File: config.mk
export PLATFORM = sky130hd
export DESIGN_NAME = sqr_core
export DESIGN_NICKNAME = d
export VERILOG_FILES = /design/src/sqr_pkg.sv /design/src/sqr_fifo.sv /design/src/sqr_core.sv
export VERILOG_INCLUDE_DIRS = /design/src
export SDC_FILE = /design/constraint.sdc
export NUM_CORES = 1
export LEC_CHECK = 0
export ABC_AREA = 1
export BUFFER_PORTS_ARGS = -buffer_cell sky130_fd_sc_hd__buf_2
export CORE_ASPECT_RATIO = 0.75
export CORE_UTILIZATION = 59
export CTS_CLUSTER_DIAMETER = 120
export DETAILED_ROUTE_END_ITERATION = 8
export GPL_TIMING_DRIVEN = 0
export PLACE_DENSITY = 0.79
export SETUP_SLACK_MARGIN = 0.3
export SYNTH_ARGS = -nofsm -noshare
export SYNTH_HDL_FRONTEND = slang
export SYNTH_SLANG_ARGS = --single-unit
export TNS_END_PERCENT = 20
File: constraint.sdc
create_clock -name mclk -period 5.8 [get_ports mclk]
set_input_delay 0 -clock mclk [delete_from_list [all_inputs] [get_ports mclk]]
set_output_delay 0 -clock mclk [all_outputs]
set_load 0.01 [all_outputs]
File: src/sqr_consts.svh
// Register map, field positions, reset values and fixed codes of the sample queue.
`ifndef SQR_CONSTS_SVH
`define SQR_CONSTS_SVH

// ----------------------------------------------------------------------
// Register offsets
// ----------------------------------------------------------------------
`define SQR_A_CONFIG 8'h1A
`define SQR_A_CAP_EN 8'h23
`define SQR_A_INT_STATUS 8'h3A
`define SQR_A_LEVEL_HIGH 8'h72
`define SQR_A_LEVEL_LOW 8'h73
`define SQR_A_DATA_PORT 8'h74
`define SQR_A_IDENTITY 8'h75
`define SQR_A_XOFS_HIGH 8'h77
`define SQR_A_XOFS_LOW 8'h78
`define SQR_A_YOFS_HIGH 8'h7A
`define SQR_A_YOFS_LOW 8'h7B
`define SQR_A_ZOFS_HIGH 8'h7D
`define SQR_A_ZOFS_LOW 8'h7E

// ----------------------------------------------------------------------
// Fields and values
// ----------------------------------------------------------------------
`define SQR_CFG_KEEP_OLDEST_BIT 6
`define SQR_OFLOW_BIT 4
`define SQR_EN_TEMP_BIT 7
`define SQR_EN_XG_BIT 6
`define SQR_EN_YG_BIT 5
`define SQR_EN_ZG_BIT 4
`define SQR_EN_ACCEL_BIT 3
`define SQR_IDX_LAST 4'hD
`define SQR_IDX_TEMP 4'h6
`define SQR_IDX_XG 4'h8
`define SQR_IDX_YG 4'hA
`define SQR_IDX_ZG 4'hC
`define SQR_EMPTY_MARK 8'hFF
`define SQR_MARK_SUBST 8'hFE
`define SQR_RESET_BYTE 8'h00
`define SQR_I2C_ADDR0 7'h68
`define SQR_I2C_ADDR1 7'h69
`define SQR_ID_CODE 8'h5C
`define SQR_BITS_PER_BYTE 4'h8
`define SQR_QUEUE_WIDTH 8
`define SQR_QUEUE_DEPTH 16
`define SQR_QUEUE_AW 4

`endif

File: src/sqr_pkg.sv
// Types shared by the sample queue register block.
package sqr_pkg;

	// Sensor data bytes, element 0 is register 59, element 13 is register 72.
	typedef struct packed {
		logic [13:0][7:0] b;
	} sqr_sample_s;

	// One byte offered to the queue.
	typedef struct packed {
		logic valid;
		logic [7:0] data;
	} sqr_push_s;

	typedef enum logic [8:0] {
		I_IDLE = 9'h001,
		I_ADDR = 9'h002,
		I_AACK = 9'h004,
		I_PTR = 9'h008,
		I_PACK = 9'h010,
		I_WDAT = 9'h020,
		I_WACK = 9'h040,
		I_RDAT = 9'h080,
		I_RACK = 9'h100
	} sqr_bus_state_e;

	typedef enum logic [1:0] {
		C_IDLE = 2'h1,
		C_RUN = 2'h2
	} sqr_cap_state_e;

endpackage

File: src/sqr_fifo.sv
// Byte queue with valid/ready on both sides and a registered read port.
`timescale 1ns/1ps
`default_nettype none
module sqr_fifo #(
	parameter int WIDTH = 8,
	parameter int DEPTH = 16,
	parameter int AW = 4
) (
	input wire logic clk,
	input wire logic rst,
	input wire logic wr_valid,
	output logic wr_ready,
	input wire logic [WIDTH-1:0] wr_data,
	output logic rd_valid,
	input wire logic rd_ready,
	output logic [WIDTH-1:0] rd_data,
	output logic [AW:0] level
);
	logic [WIDTH-1:0] mem [0:DEPTH-1];
	logic [AW-1:0] wptr_r;
	logic [AW-1:0] rptr_r;
	logic [AW:0] cnt_r;
	logic [WIDTH-1:0] rdata_r;
	wire logic full = (cnt_r == (AW+1)'(DEPTH));
	wire logic do_rd = rd_valid && rd_ready;
	// A pop in the same cycle frees a slot, so a full queue may still take.
	wire logic do_wr = wr_valid && wr_ready;

	assign rd_valid = (cnt_r != '0);
	assign wr_ready = !full || do_rd;
	assign rd_data = rdata_r;
	assign level = cnt_r;

	// ----------------------------------------------------------------------
	// Storage; the popped word lands in a register one cycle later.
	// ----------------------------------------------------------------------
	always_ff @(posedge clk) begin
		if (do_wr) begin
			mem[wptr_r] <= wr_data;
		end
		if (do_rd) begin
			rdata_r <= mem[rptr_r];
		end
	end

	// Pointers and fill count.
	always_ff @(posedge clk) begin
		if (rst) begin
			wptr_r <= '0;
			rptr_r <= '0;
			cnt_r <= '0;
		end else begin
			if (do_wr) begin
				wptr_r <= wptr_r + 1'b1;
			end
			if (do_rd) begin
				rptr_r <= rptr_r + 1'b1;
			end
			cnt_r <= cnt_r + (AW+1)'(do_wr) - (AW+1)'(do_rd);
		end
	end
endmodule
`default_nettype wire

File: src/sqr_core.sv
// Two-wire register target with the sample queue, level snapshot and trims.
// How it works
// - Level is 13 bits; high byte holds bits 12..8 in 4..0, rest zero.
// - Reading the high level byte snapshots both level bytes together.
// - Data port read pops next byte; data port write pushes the byte.
// - Each capture pushes enabled sensor bytes in ascending register order.
// - With all enables set, registers 59 to 72 go in per sample.
// - A sensor byte is queued only if its enable bit was one at the sample tick.
// - Overflow sets the overflow flag in the interrupt status register.
// - Mode bit clear drops oldest bytes on overflow; set keeps oldest.
// - Reading an empty queue returns 0xFF until fresh data arrives.
// - Queued bytes never equal 0xFF, so 0xFF always means empty.
// - Identity register is read-only and returns a fixed eight-bit code.
// - Bus address is 0x68 or 0x69 from the select pin, not the identity.
// - Each axis trim is 15 bits: high byte 14..7, low byte 7..1.
// - Trims weigh 0.98 mg per step over 16 g in every range.
`timescale 1ns/1ps
`default_nettype none
`include "sqr_consts.svh"
module sqr_core import sqr_pkg::*; #(
	parameter logic [7:0] ID_CODE = `SQR_ID_CODE // Arbitrary value.
) (
	input wire logic mclk,
	input wire logic sys_rst,
	input wire logic scl,
	input wire logic sda_in,
	output logic sda_out,
	output logic sda_oe,
	input wire logic address_select_pin,
	input wire logic sample_tick,
	input wire sqr_sample_s sample,
	output logic [14:0] accel_x_trim,
	output logic [14:0] accel_y_trim,
	output logic [14:0] accel_z_trim,
	output logic queue_overflow_flag
);
	// ----------------------------------------------------------------------
	// Pin synchronisers and edge finders
	// ----------------------------------------------------------------------
	logic scl_s1_r, scl_s2_r, scl_s3_r;
	logic sda_s1_r, sda_s2_r, sda_s3_r;
	logic sel_s1_r, sel_s2_r;

	// Only the second stage and its delayed copy feed any logic.
	always_ff @(posedge mclk) begin
		scl_s1_r <= scl;
		scl_s2_r <= scl_s1_r;
		scl_s3_r <= scl_s2_r;
		sda_s1_r <= sda_in;
		sda_s2_r <= sda_s1_r;
		sda_s3_r <= sda_s2_r;
		sel_s1_r <= address_select_pin;
		sel_s2_r <= sel_s1_r;
	end

	wire logic scl_rise = scl_s2_r && !scl_s3_r;
	wire logic scl_fall = !scl_s2_r && scl_s3_r;
	wire logic bus_start = scl_s2_r && scl_s3_r && !sda_s2_r && sda_s3_r;
	wire logic bus_stop = scl_s2_r && scl_s3_r && sda_s2_r && !sda_s3_r;
	wire logic [6:0] my_addr = sel_s2_r ? `SQR_I2C_ADDR1 : `SQR_I2C_ADDR0;

	// ----------------------------------------------------------------------
	// Two-wire target state
	// ----------------------------------------------------------------------
	sqr_bus_state_e st_r;
	logic [3:0] bit_cnt_r;
	logic [7:0] shift_r;
	logic [7:0] tx_r;
	logic [7:0] ptr_r;
	logic rw_r;
	logic fetch_r;
	logic load_r;
	logic popped_r;
	logic wr_pulse_r;
	logic [7:0] wr_byte_r;
	wire logic [7:0] rd_byte;

	wire logic byte_done = (bit_cnt_r == `SQR_BITS_PER_BYTE);
	// A read byte is fetched on the rising edge of the acknowledge clock.
	wire logic fetch_now = scl_rise &&
		((st_r == I_AACK && rw_r) || (st_r == I_RACK && !sda_s2_r));

	// Receive shifter and state; a start or stop overrides any phase.
	always_ff @(posedge mclk) begin
		if (sys_rst) begin
			st_r <= I_IDLE;
			bit_cnt_r <= 4'h0;
			shift_r <= `SQR_RESET_BYTE;
			rw_r <= 1'b0;
		end else if (bus_start) begin
			st_r <= I_ADDR;
			bit_cnt_r <= 4'h0;
		end else if (bus_stop) begin
			st_r <= I_IDLE;
		end else if (scl_rise) begin
			shift_r <= {shift_r[6:0], sda_s2_r};
			bit_cnt_r <= bit_cnt_r + 4'h1;
			if (st_r == I_RACK && sda_s2_r) begin
				st_r <= I_IDLE; // Host refused more data.
			end
		end else if (scl_fall) begin
			unique case (st_r)
				I_IDLE: st_r <= I_IDLE;
				I_ADDR: if (byte_done) begin
					st_r <= (shift_r[7:1] == my_addr) ? I_AACK : I_IDLE;
					rw_r <= shift_r[0];
				end
				I_AACK: begin
					st_r <= rw_r ? I_RDAT : I_PTR;
					bit_cnt_r <= 4'h0;
				end
				I_PTR: if (byte_done) st_r <= I_PACK;
				I_PACK, I_WACK: begin
					st_r <= I_WDAT;
					bit_cnt_r <= 4'h0;
				end
				I_WDAT: if (byte_done) st_r <= I_WACK;
				I_RDAT: if (byte_done) st_r <= I_RACK;
				I_RACK: begin
					st_r <= I_RDAT;
					bit_cnt_r <= 4'h0;
				end
			endcase
		end
	end

	// Open-drain drive: pull low for an acknowledge or a zero data bit.
	always_ff @(posedge mclk) begin
		if (sys_rst || bus_start || bus_stop) begin
			sda_oe <= 1'b0;
		end else if (scl_fall) begin
			if ((st_r == I_ADDR && byte_done && shift_r[7:1] == my_addr) ||
				((st_r == I_PTR || st_r == I_WDAT) && byte_done)) begin
				sda_oe <= 1'b1;
			end else if (st_r == I_AACK && rw_r || st_r == I_RACK) begin
				sda_oe <= !tx_r[7];
			end else if (st_r == I_RDAT && !byte_done) begin
				sda_oe <= !tx_r[6];
			end else begin
				sda_oe <= 1'b0;
			end
		end
	end

	always_ff @(posedge mclk) begin
		sda_out <= 1'b0;
	end

	// Fetch pipeline: cycle one pops or snapshots, cycle two loads tx.
	always_ff @(posedge mclk) begin
		if (sys_rst) begin
			fetch_r <= 1'b0;
			load_r <= 1'b0;
		end else begin
			fetch_r <= fetch_now;
			load_r <= fetch_r;
		end
	end

	// Transmit shifter: loaded after a fetch, shifted while sending.
	always_ff @(posedge mclk) begin
		if (sys_rst) begin
			tx_r <= `SQR_RESET_BYTE;
		end else if (load_r) begin
			tx_r <= rd_byte;
		end else if (scl_fall && st_r == I_RDAT && !byte_done) begin
			tx_r <= {tx_r[6:0], 1'b0};
		end
	end

	// Host write strobe, raised when a data byte completes.
	always_ff @(posedge mclk) begin
		if (sys_rst) begin
			wr_pulse_r <= 1'b0;
			wr_byte_r <= `SQR_RESET_BYTE;
		end else begin
			wr_pulse_r <= scl_fall && st_r == I_WDAT && byte_done;
			wr_byte_r <= shift_r;
		end
	end

	// Pointer steps after each access but stays on the data port.
	wire logic ptr_step = (load_r || wr_pulse_r) && ptr_r != `SQR_A_DATA_PORT;
	always_ff @(posedge mclk) begin
		if (sys_rst) begin
			ptr_r <= `SQR_RESET_BYTE;
		end else if (scl_fall && st_r == I_PTR && byte_done) begin
			ptr_r <= shift_r;
		end else if (ptr_step) begin
			ptr_r <= ptr_r + 8'h01;
		end
	end

	// ----------------------------------------------------------------------
	// Control and trim registers
	// ----------------------------------------------------------------------
	logic [7:0] cfg_r;
	logic [7:0] cap_en_r;
	logic [7:0] xh_r, xl_r, yh_r, yl_r, zh_r, zl_r;
	logic [12:0] snap_r;

	wire logic wr_hit_data = wr_pulse_r && ptr_r == `SQR_A_DATA_PORT;
	wire logic keep_oldest = cfg_r[`SQR_CFG_KEEP_OLDEST_BIT];

	// Writes to reserved offsets and read-only registers are ignored.
	always_ff @(posedge mclk) begin
		if (sys_rst) begin
			cfg_r <= `SQR_RESET_BYTE;
			cap_en_r <= `SQR_RESET_BYTE;
			{xh_r, xl_r, yh_r, yl_r, zh_r, zl_r} <= '0;
		end else if (wr_pulse_r) begin
			if (ptr_r == `SQR_A_CONFIG) cfg_r <= wr_byte_r;
			if (ptr_r == `SQR_A_CAP_EN) cap_en_r <= wr_byte_r;
			if (ptr_r == `SQR_A_XOFS_HIGH) xh_r <= wr_byte_r;
			if (ptr_r == `SQR_A_XOFS_LOW) xl_r <= wr_byte_r;
			if (ptr_r == `SQR_A_YOFS_HIGH) yh_r <= wr_byte_r;
			if (ptr_r == `SQR_A_YOFS_LOW) yl_r <= wr_byte_r;
			if (ptr_r == `SQR_A_ZOFS_HIGH) zh_r <= wr_byte_r;
			if (ptr_r == `SQR_A_ZOFS_LOW) zl_r <= wr_byte_r;
		end
	end

	// Trims leave in the fixed 16 g, 0.98 mg scale whatever the range.
	always_ff @(posedge mclk) begin
		accel_x_trim <= {xh_r, xl_r[7:1]};
		accel_y_trim <= {yh_r, yl_r[7:1]};
		accel_z_trim <= {zh_r, zl_r[7:1]};
	end

	// ----------------------------------------------------------------------
	// Queue, capture sequencer and overflow
	// ----------------------------------------------------------------------
	logic q_wr_ready, q_rd_valid;
	logic [7:0] q_rd_data;
	logic [4:0] q_level;
	sqr_cap_state_e cap_st_r;
	sqr_sample_s cap_snap_r;
	logic [7:0] cap_mask_r;
	logic [3:0] cap_idx_r;
	sqr_push_s push;

	// Map a sensor byte index to its capture enable bit.
	function automatic logic cap_enabled(input logic [3:0] idx,
		input logic [7:0] en);
		if (idx < `SQR_IDX_TEMP) return en[`SQR_EN_ACCEL_BIT];
		else if (idx < `SQR_IDX_XG) return en[`SQR_EN_TEMP_BIT];
		else if (idx < `SQR_IDX_YG) return en[`SQR_EN_XG_BIT];
		else if (idx < `SQR_IDX_ZG) return en[`SQR_EN_YG_BIT];
		else return en[`SQR_EN_ZG_BIT];
	endfunction

	// The host write owns the push slot; capture waits for it to pass.
	wire logic cap_step = cap_st_r == C_RUN && !wr_hit_data;
	wire logic cap_push = cap_step && cap_enabled(cap_idx_r, cap_mask_r);
	wire logic [7:0] raw_byte = wr_hit_data ? wr_byte_r :
		cap_snap_r.b[cap_idx_r];
	wire logic [7:0] safe_byte = (raw_byte == `SQR_EMPTY_MARK) ?
		`SQR_MARK_SUBST : raw_byte;
	assign push = {wr_hit_data || cap_push, safe_byte};

	// Sample tick latches the bytes, then one byte per cycle, low first.
	always_ff @(posedge mclk) begin
		if (sys_rst) begin
			cap_st_r <= C_IDLE;
			cap_idx_r <= 4'h0;
			cap_mask_r <= `SQR_RESET_BYTE;
			cap_snap_r <= '0;
		end else unique case (cap_st_r)
			C_IDLE: if (sample_tick) begin
				cap_st_r <= C_RUN;
				cap_idx_r <= 4'h0;
				cap_snap_r <= sample;
				cap_mask_r <= cap_en_r;
			end
			C_RUN: if (cap_step) begin
				cap_idx_r <= cap_idx_r + 4'h1;
				if (cap_idx_r == `SQR_IDX_LAST) cap_st_r <= C_IDLE;
			end
		endcase
	end

	// Host pops only when a byte exists, so an empty read leaves the level.
	wire logic host_pop = fetch_r && ptr_r == `SQR_A_DATA_PORT && q_rd_valid;
	wire logic q_full = !q_wr_ready && !host_pop;
	wire logic overflow = push.valid && (q_level == 5'(`SQR_QUEUE_DEPTH)) &&
		!host_pop;
	wire logic drop_oldest = overflow && !keep_oldest;

	// With the mode bit set a full queue refuses the new byte.
	sqr_fifo #(
		.WIDTH(`SQR_QUEUE_WIDTH),
		.DEPTH(`SQR_QUEUE_DEPTH),
		.AW(`SQR_QUEUE_AW)
	) u_queue (
		.clk(mclk),
		.rst(sys_rst),
		.wr_valid(push.valid),
		.wr_ready(q_wr_ready),
		.wr_data(push.data),
		.rd_valid(q_rd_valid),
		.rd_ready(host_pop || drop_oldest),
		.rd_data(q_rd_data),
		.level(q_level)
	);

	// Sticky overflow flag, cleared by reading status; a new overflow wins.
	// The clear waits for the load cycle so the host still sees the set bit.
	wire logic status_read = load_r && ptr_r == `SQR_A_INT_STATUS;
	always_ff @(posedge mclk) begin
		if (sys_rst) begin
			queue_overflow_flag <= 1'b0;
		end else if (overflow || (push.valid && q_full)) begin
			queue_overflow_flag <= 1'b1;
		end else if (status_read) begin
			queue_overflow_flag <= 1'b0;
		end
	end

	// Level snapshot and whether the last fetch got a real byte.
	always_ff @(posedge mclk) begin
		if (sys_rst) begin
			snap_r <= '0;
			popped_r <= 1'b0;
		end else if (fetch_r) begin
			if (ptr_r == `SQR_A_LEVEL_HIGH) snap_r <= 13'(q_level);
			popped_r <= host_pop;
		end
	end

	// ----------------------------------------------------------------------
	// Read selection
	// ----------------------------------------------------------------------
	wire logic [7:0] status_byte = 8'(queue_overflow_flag) <<
		`SQR_OFLOW_BIT;
	wire logic [7:0] data_byte = popped_r ? q_rd_data : `SQR_EMPTY_MARK;
	assign rd_byte =
		(ptr_r == `SQR_A_CONFIG) ? cfg_r :
		(ptr_r == `SQR_A_CAP_EN) ? cap_en_r :
		(ptr_r == `SQR_A_INT_STATUS) ? status_byte :
		(ptr_r == `SQR_A_LEVEL_HIGH) ? {3'h0, snap_r[12:8]} :
		(ptr_r == `SQR_A_LEVEL_LOW) ? snap_r[7:0] :
		(ptr_r == `SQR_A_DATA_PORT) ? data_byte :
		(ptr_r == `SQR_A_IDENTITY) ? ID_CODE :
		(ptr_r == `SQR_A_XOFS_HIGH) ? xh_r :
		(ptr_r == `SQR_A_XOFS_LOW) ? {xl_r[7:1], 1'b0} :
		(ptr_r == `SQR_A_YOFS_HIGH) ? yh_r :
		(ptr_r == `SQR_A_YOFS_LOW) ? {yl_r[7:1], 1'b0} :
		(ptr_r == `SQR_A_ZOFS_HIGH) ? zh_r :
		(ptr_r == `SQR_A_ZOFS_LOW) ? {zl_r[7:1], 1'b0} :
		`SQR_RESET_BYTE;
endmodule
`default_nettype wire

==> reports/qor.json <==
{
  "number_of_non_filler_instances_in_the_completed_layout": 2901,
  "postSynthCellCount": 2143,
  "final_max_slew_viol_count": 0,
  "finish.net_count": 2609,
  "synth_cell_type_count": 44,
  "power.static_leakage_nw": 8.80,
  "cts_hold_buffers": 117,
  "worstPathArrival_ns": 4.09,
  "initial_utilization_pct": 60.3,
  "floorplan.rows": 55,
  "postRouteWirelength_um": 57800,
  "io_buffers": 164,
  "routed_len_inst_um": 19.9,
  "worst_ir_drop_vdd_mv": 0.285,
  "gp_congestion": 0.963,
  "timing.critical_path.to_type": "flip-flop",
  "dr.first_iter.drc_count": 2346,
  "pre_cts_slack_ns": 1.70,
  "synth_area_per_cell_um2": 8.54,
  "post-cts-setup-buffer-count": 0,
  "crit_path_max_incr_delay_ns": 0.68,
  "floorplan.die.width_um": 205,
  "initial_antenna_violation_count": 1,
  "clockBufferDepth": 3,
  "postSynthRegisterBits": 443,
  "worst-path-max-fanout": 17,
  "cts.root.buffer_cell": "sky130_fd_sc_hd__clkbuf_16",
  "synthesis.yosys.warnings": 0,
  "viasPerCell": 5.97,
  "number_of_global_route_vias_before_repair": 16700,
  "synth-main-ff-cell": "sky130_fd_sc_hd__dfxtp_1",
  "synth_area_leader_cell": "sky130_fd_sc_hd__dfxtp_1",
  "synthesis.area_um2": 18300,
  "cells_resized_by_post_cts_repair": 0,
  "grt_max_degree": 18,
  "critical-path-top-delay-family": "simple AND/OR/NAND/NOR gates",
  "min-delay-path-class": "input pin to flip-flop",
  "multi_input_comb_area_um2": 6500,
  "antenna_left": 0,
  "status": "completed",
  "clkSinkCount": 443,
  "cts_made_buffers": 41,
  "final_cell_area_um2": 22200,
  "floorplan.core_area_um2": 30300,
  "critical_path.slowest_cell": "sky130_fd_sc_hd__nor2_2",
  "detailedRoute.firstPassIterationCount": 7,
  "synth_net_count": 2284,
  "clock_latency_ns": 0.56,
  "synth_common_cells": "sky130_fd_sc_hd__dfxtp_1 (307), sky130_fd_sc_hd__o21ai_0 (307), sky130_fd_sc_hd__a21oi_1 (304)",
  "clock_tree.htree_level_count": 2,
  "area_growth_pct": 21.1,
  "max-slew-margin-rel_pct": 30.2,
  "final_critical_path_setup_slack_ns": 1.94,
  "timing.critical_path.buf_inv": 3,
  "layout-drive-gt1-share_pct": 11.2,
  "overflow": 0,
  "grt_setup_unrepaired": "no",
  "synth-edff-count": 136,
  "power_density_nw_per_um2": 295,
  "crit_path_cell_trace": "buf_2 -> inv_2 -> clkbuf_1 -> a21oi_1 -> o21ai_0 -> o211ai_1 -> nand4_1 -> a31oi_2 -> nand3_1 -> nor2_1 -> nor2_2",
  "grt_util_all_layers_pct": 36.6,
  "final.fill_count": 2208,
  "drv.max_cap_violation_count": 0,
  "placed_cells_incl_taps": 2707,
  "synthTopCellsByArea": "sky130_fd_sc_hd__dfxtp_1 (34%), sky130_fd_sc_hd__edfxtp_1 (22%), sky130_fd_sc_hd__o21ai_0 (8.4%)",
  "netlist.area_leader.share_pct": 33.6,
  "final-seq-area_um2": 10200,
  "period_minus_slack_ns": 3.86,
  "grt_first_pass_wirelength_um": 89300,
  "asyncSetResetFlopFracSynth_pct": 0,
  "crit_path_start_kind": "flip-flop",
  "cp_data_required_time_ns": 6.03,
  "placedInstanceArea_um2": 19600,
  "die_area_um2": 31700,
  "synth.yosys.seq_area_share_pct": 55.9,
  "worst-slew-pin-transition_ns": 1.04,
  "cts.reportedPaths.clkPinSlew_ns": 0.06,
  "finalHoldViolCount": 0,
  "chipHeight_um": 155,
  "remaining_drc_errors": 0,
  "timing.final.setup_violations": 0,
  "totalNegativeSetupSlack_ns": 0,
  "final.period_utilization_pct": 66.6,
  "ports": 166,
  "timing_worst_setup_path_type": "flip-flop to flip-flop",
  "tritoncts": "yes",
  "dp.final_hpwl_um": 38000,
  "clock_skew_ns": 0.0224,
  "fmax_mhz": 259,
  "dr_total_vias": 17300
}
-- path summary, 6_finish.rpt --
check,from,to,slack [ns],depth (start not counted)
hold / removal,sda_in,sda_s1_r$_DFF_P_,0.09,2
setup reg to reg,cap_idx_r[0]$_SDFFE_PP0P_,u_queue.mem[15][0]$_DFFE_PP_,1.94,11
hold reg to reg,scl_s1_r$_DFF_P_,scl_s2_r$_DFF_P_,0.33,0
setup / recovery,cap_idx_r[0]$_SDFFE_PP0P_,u_queue.mem[15][0]$_DFFE_PP_,1.94,11
-- cell usage in the layout (no fill, tap or decap), types with 6 or more instances in the layout --
cell type                       netlist  layout
sky130_fd_sc_hd__o21ai_0            307     306
sky130_fd_sc_hd__buf_1               13      13
sky130_fd_sc_hd__edfxtp_1           136     136
sky130_fd_sc_hd__nand3_1            108     108
sky130_fd_sc_hd__ha_1                22      22
sky130_fd_sc_hd__clkbuf_1            83      92
sky130_fd_sc_hd__nand4_1             26      26
sky130_fd_sc_hd__a21oi_1            304     304
sky130_fd_sc_hd__o221ai_1            10      10
sky130_fd_sc_hd__clkbuf_16            0      44
sky130_fd_sc_hd__o211ai_1            22      22
sky130_fd_sc_hd__clkinv_1             2       6
sky130_fd_sc_hd__clkinv_2             0       6
sky130_fd_sc_hd__inv_1              275     275
sky130_fd_sc_hd__buf_4                5       6
sky130_fd_sc_hd__inv_2               11      11
sky130_fd_sc_hd__a221oi_1             8       8
sky130_fd_sc_hd__nor3_1              11      11
sky130_fd_sc_hd__nand2_1            269     269
sky130_fd_sc_hd__buf_2               14     178
sky130_fd_sc_hd__nor2_1             143     142
sky130_fd_sc_hd__dlygate4sd3_1        0     117
sky130_fd_sc_hd__dfxtp_1            307     307
sky130_fd_sc_hd__o22ai_1             14      14
sky130_fd_sc_hd__xor2_1               7       7
-- cells by family after synthesis --
family / count (synthesis) / share of synthesized area (%)
adder cells (fa/ha/maj): 23 / 1.61
other: 1 / 0.0205
AND/OR/NAND/NOR: 582 / 13.8
buffers and inverters: 406 / 8.65
flip-flops: 443 / 55.9
AO/OA/AOI/OAI: 681 / 19.6
XOR/XNOR: 7 / 0.335
-- layer usage --
metal	wire length, um	global-route usage, %	vias up
met5	0	0	-
met3	7030	10.9	289
met4	2920	16.6	0
met1	22900	48.9	7969
li1	-	-	7879
met2	25000	55.0	1183
-- registers in the layout, summed over array words and instances, names as in the netlist, 9 cells and up --
| name | flops |
|---|---|
| st_r | 9 |
| accel_y_trim | 15 |
| accel_z_trim | 15 |
| accel_x_trim | 15 |
| u_queue.mem | 128 |
| cap_snap_r | 112 |
-- area by class of cell --
class                      instances  share of cell area (%)
antenna                            2                  0.0226
clock buffer                      58                    5.43
sequential                       443                    46.1
buffer                           118                    2.26
inverter                         288                    4.88
multi-input combinational       1294                    29.3
tap                              399                    2.25
clock inverter                    17                   0.660
timing repair buffer             282                    9.02
-- power by group --
part	switching, mW	internal, mW
sequential	0.0408	3.28
clock	1.19	1.54
combinational	0.316	0.170
-- metrics by stage --
step	hold WS (ns)	power, mW	utilization [%]
floorplan	0.0277	3.61	-
global placement	0.104	3.76	64.7
CTS	0.0800	6.51	73.0
global route	0.120	6.71	73.0
detailed placement	0.104	3.78	64.7
finish	0.0937	6.54	73.1
-- worst reg2reg max path, cell delays in order, from the launching register on --
cell                       delay [ns]
sky130_fd_sc_hd__dfxtp_1         0.34
sky130_fd_sc_hd__buf_2           0.19
sky130_fd_sc_hd__inv_2           0.18
sky130_fd_sc_hd__clkbuf_1        0.62
sky130_fd_sc_hd__a21oi_1         0.18
sky130_fd_sc_hd__o21ai_0         0.21
sky130_fd_sc_hd__o211ai_1        0.26
sky130_fd_sc_hd__nand4_1         0.18
sky130_fd_sc_hd__a31oi_2         0.41
sky130_fd_sc_hd__nand3_1         0.23
sky130_fd_sc_hd__nor2_1          0.06
sky130_fd_sc_hd__nor2_2          0.68
No activity file was read; power rests on OpenSTA's default activity.
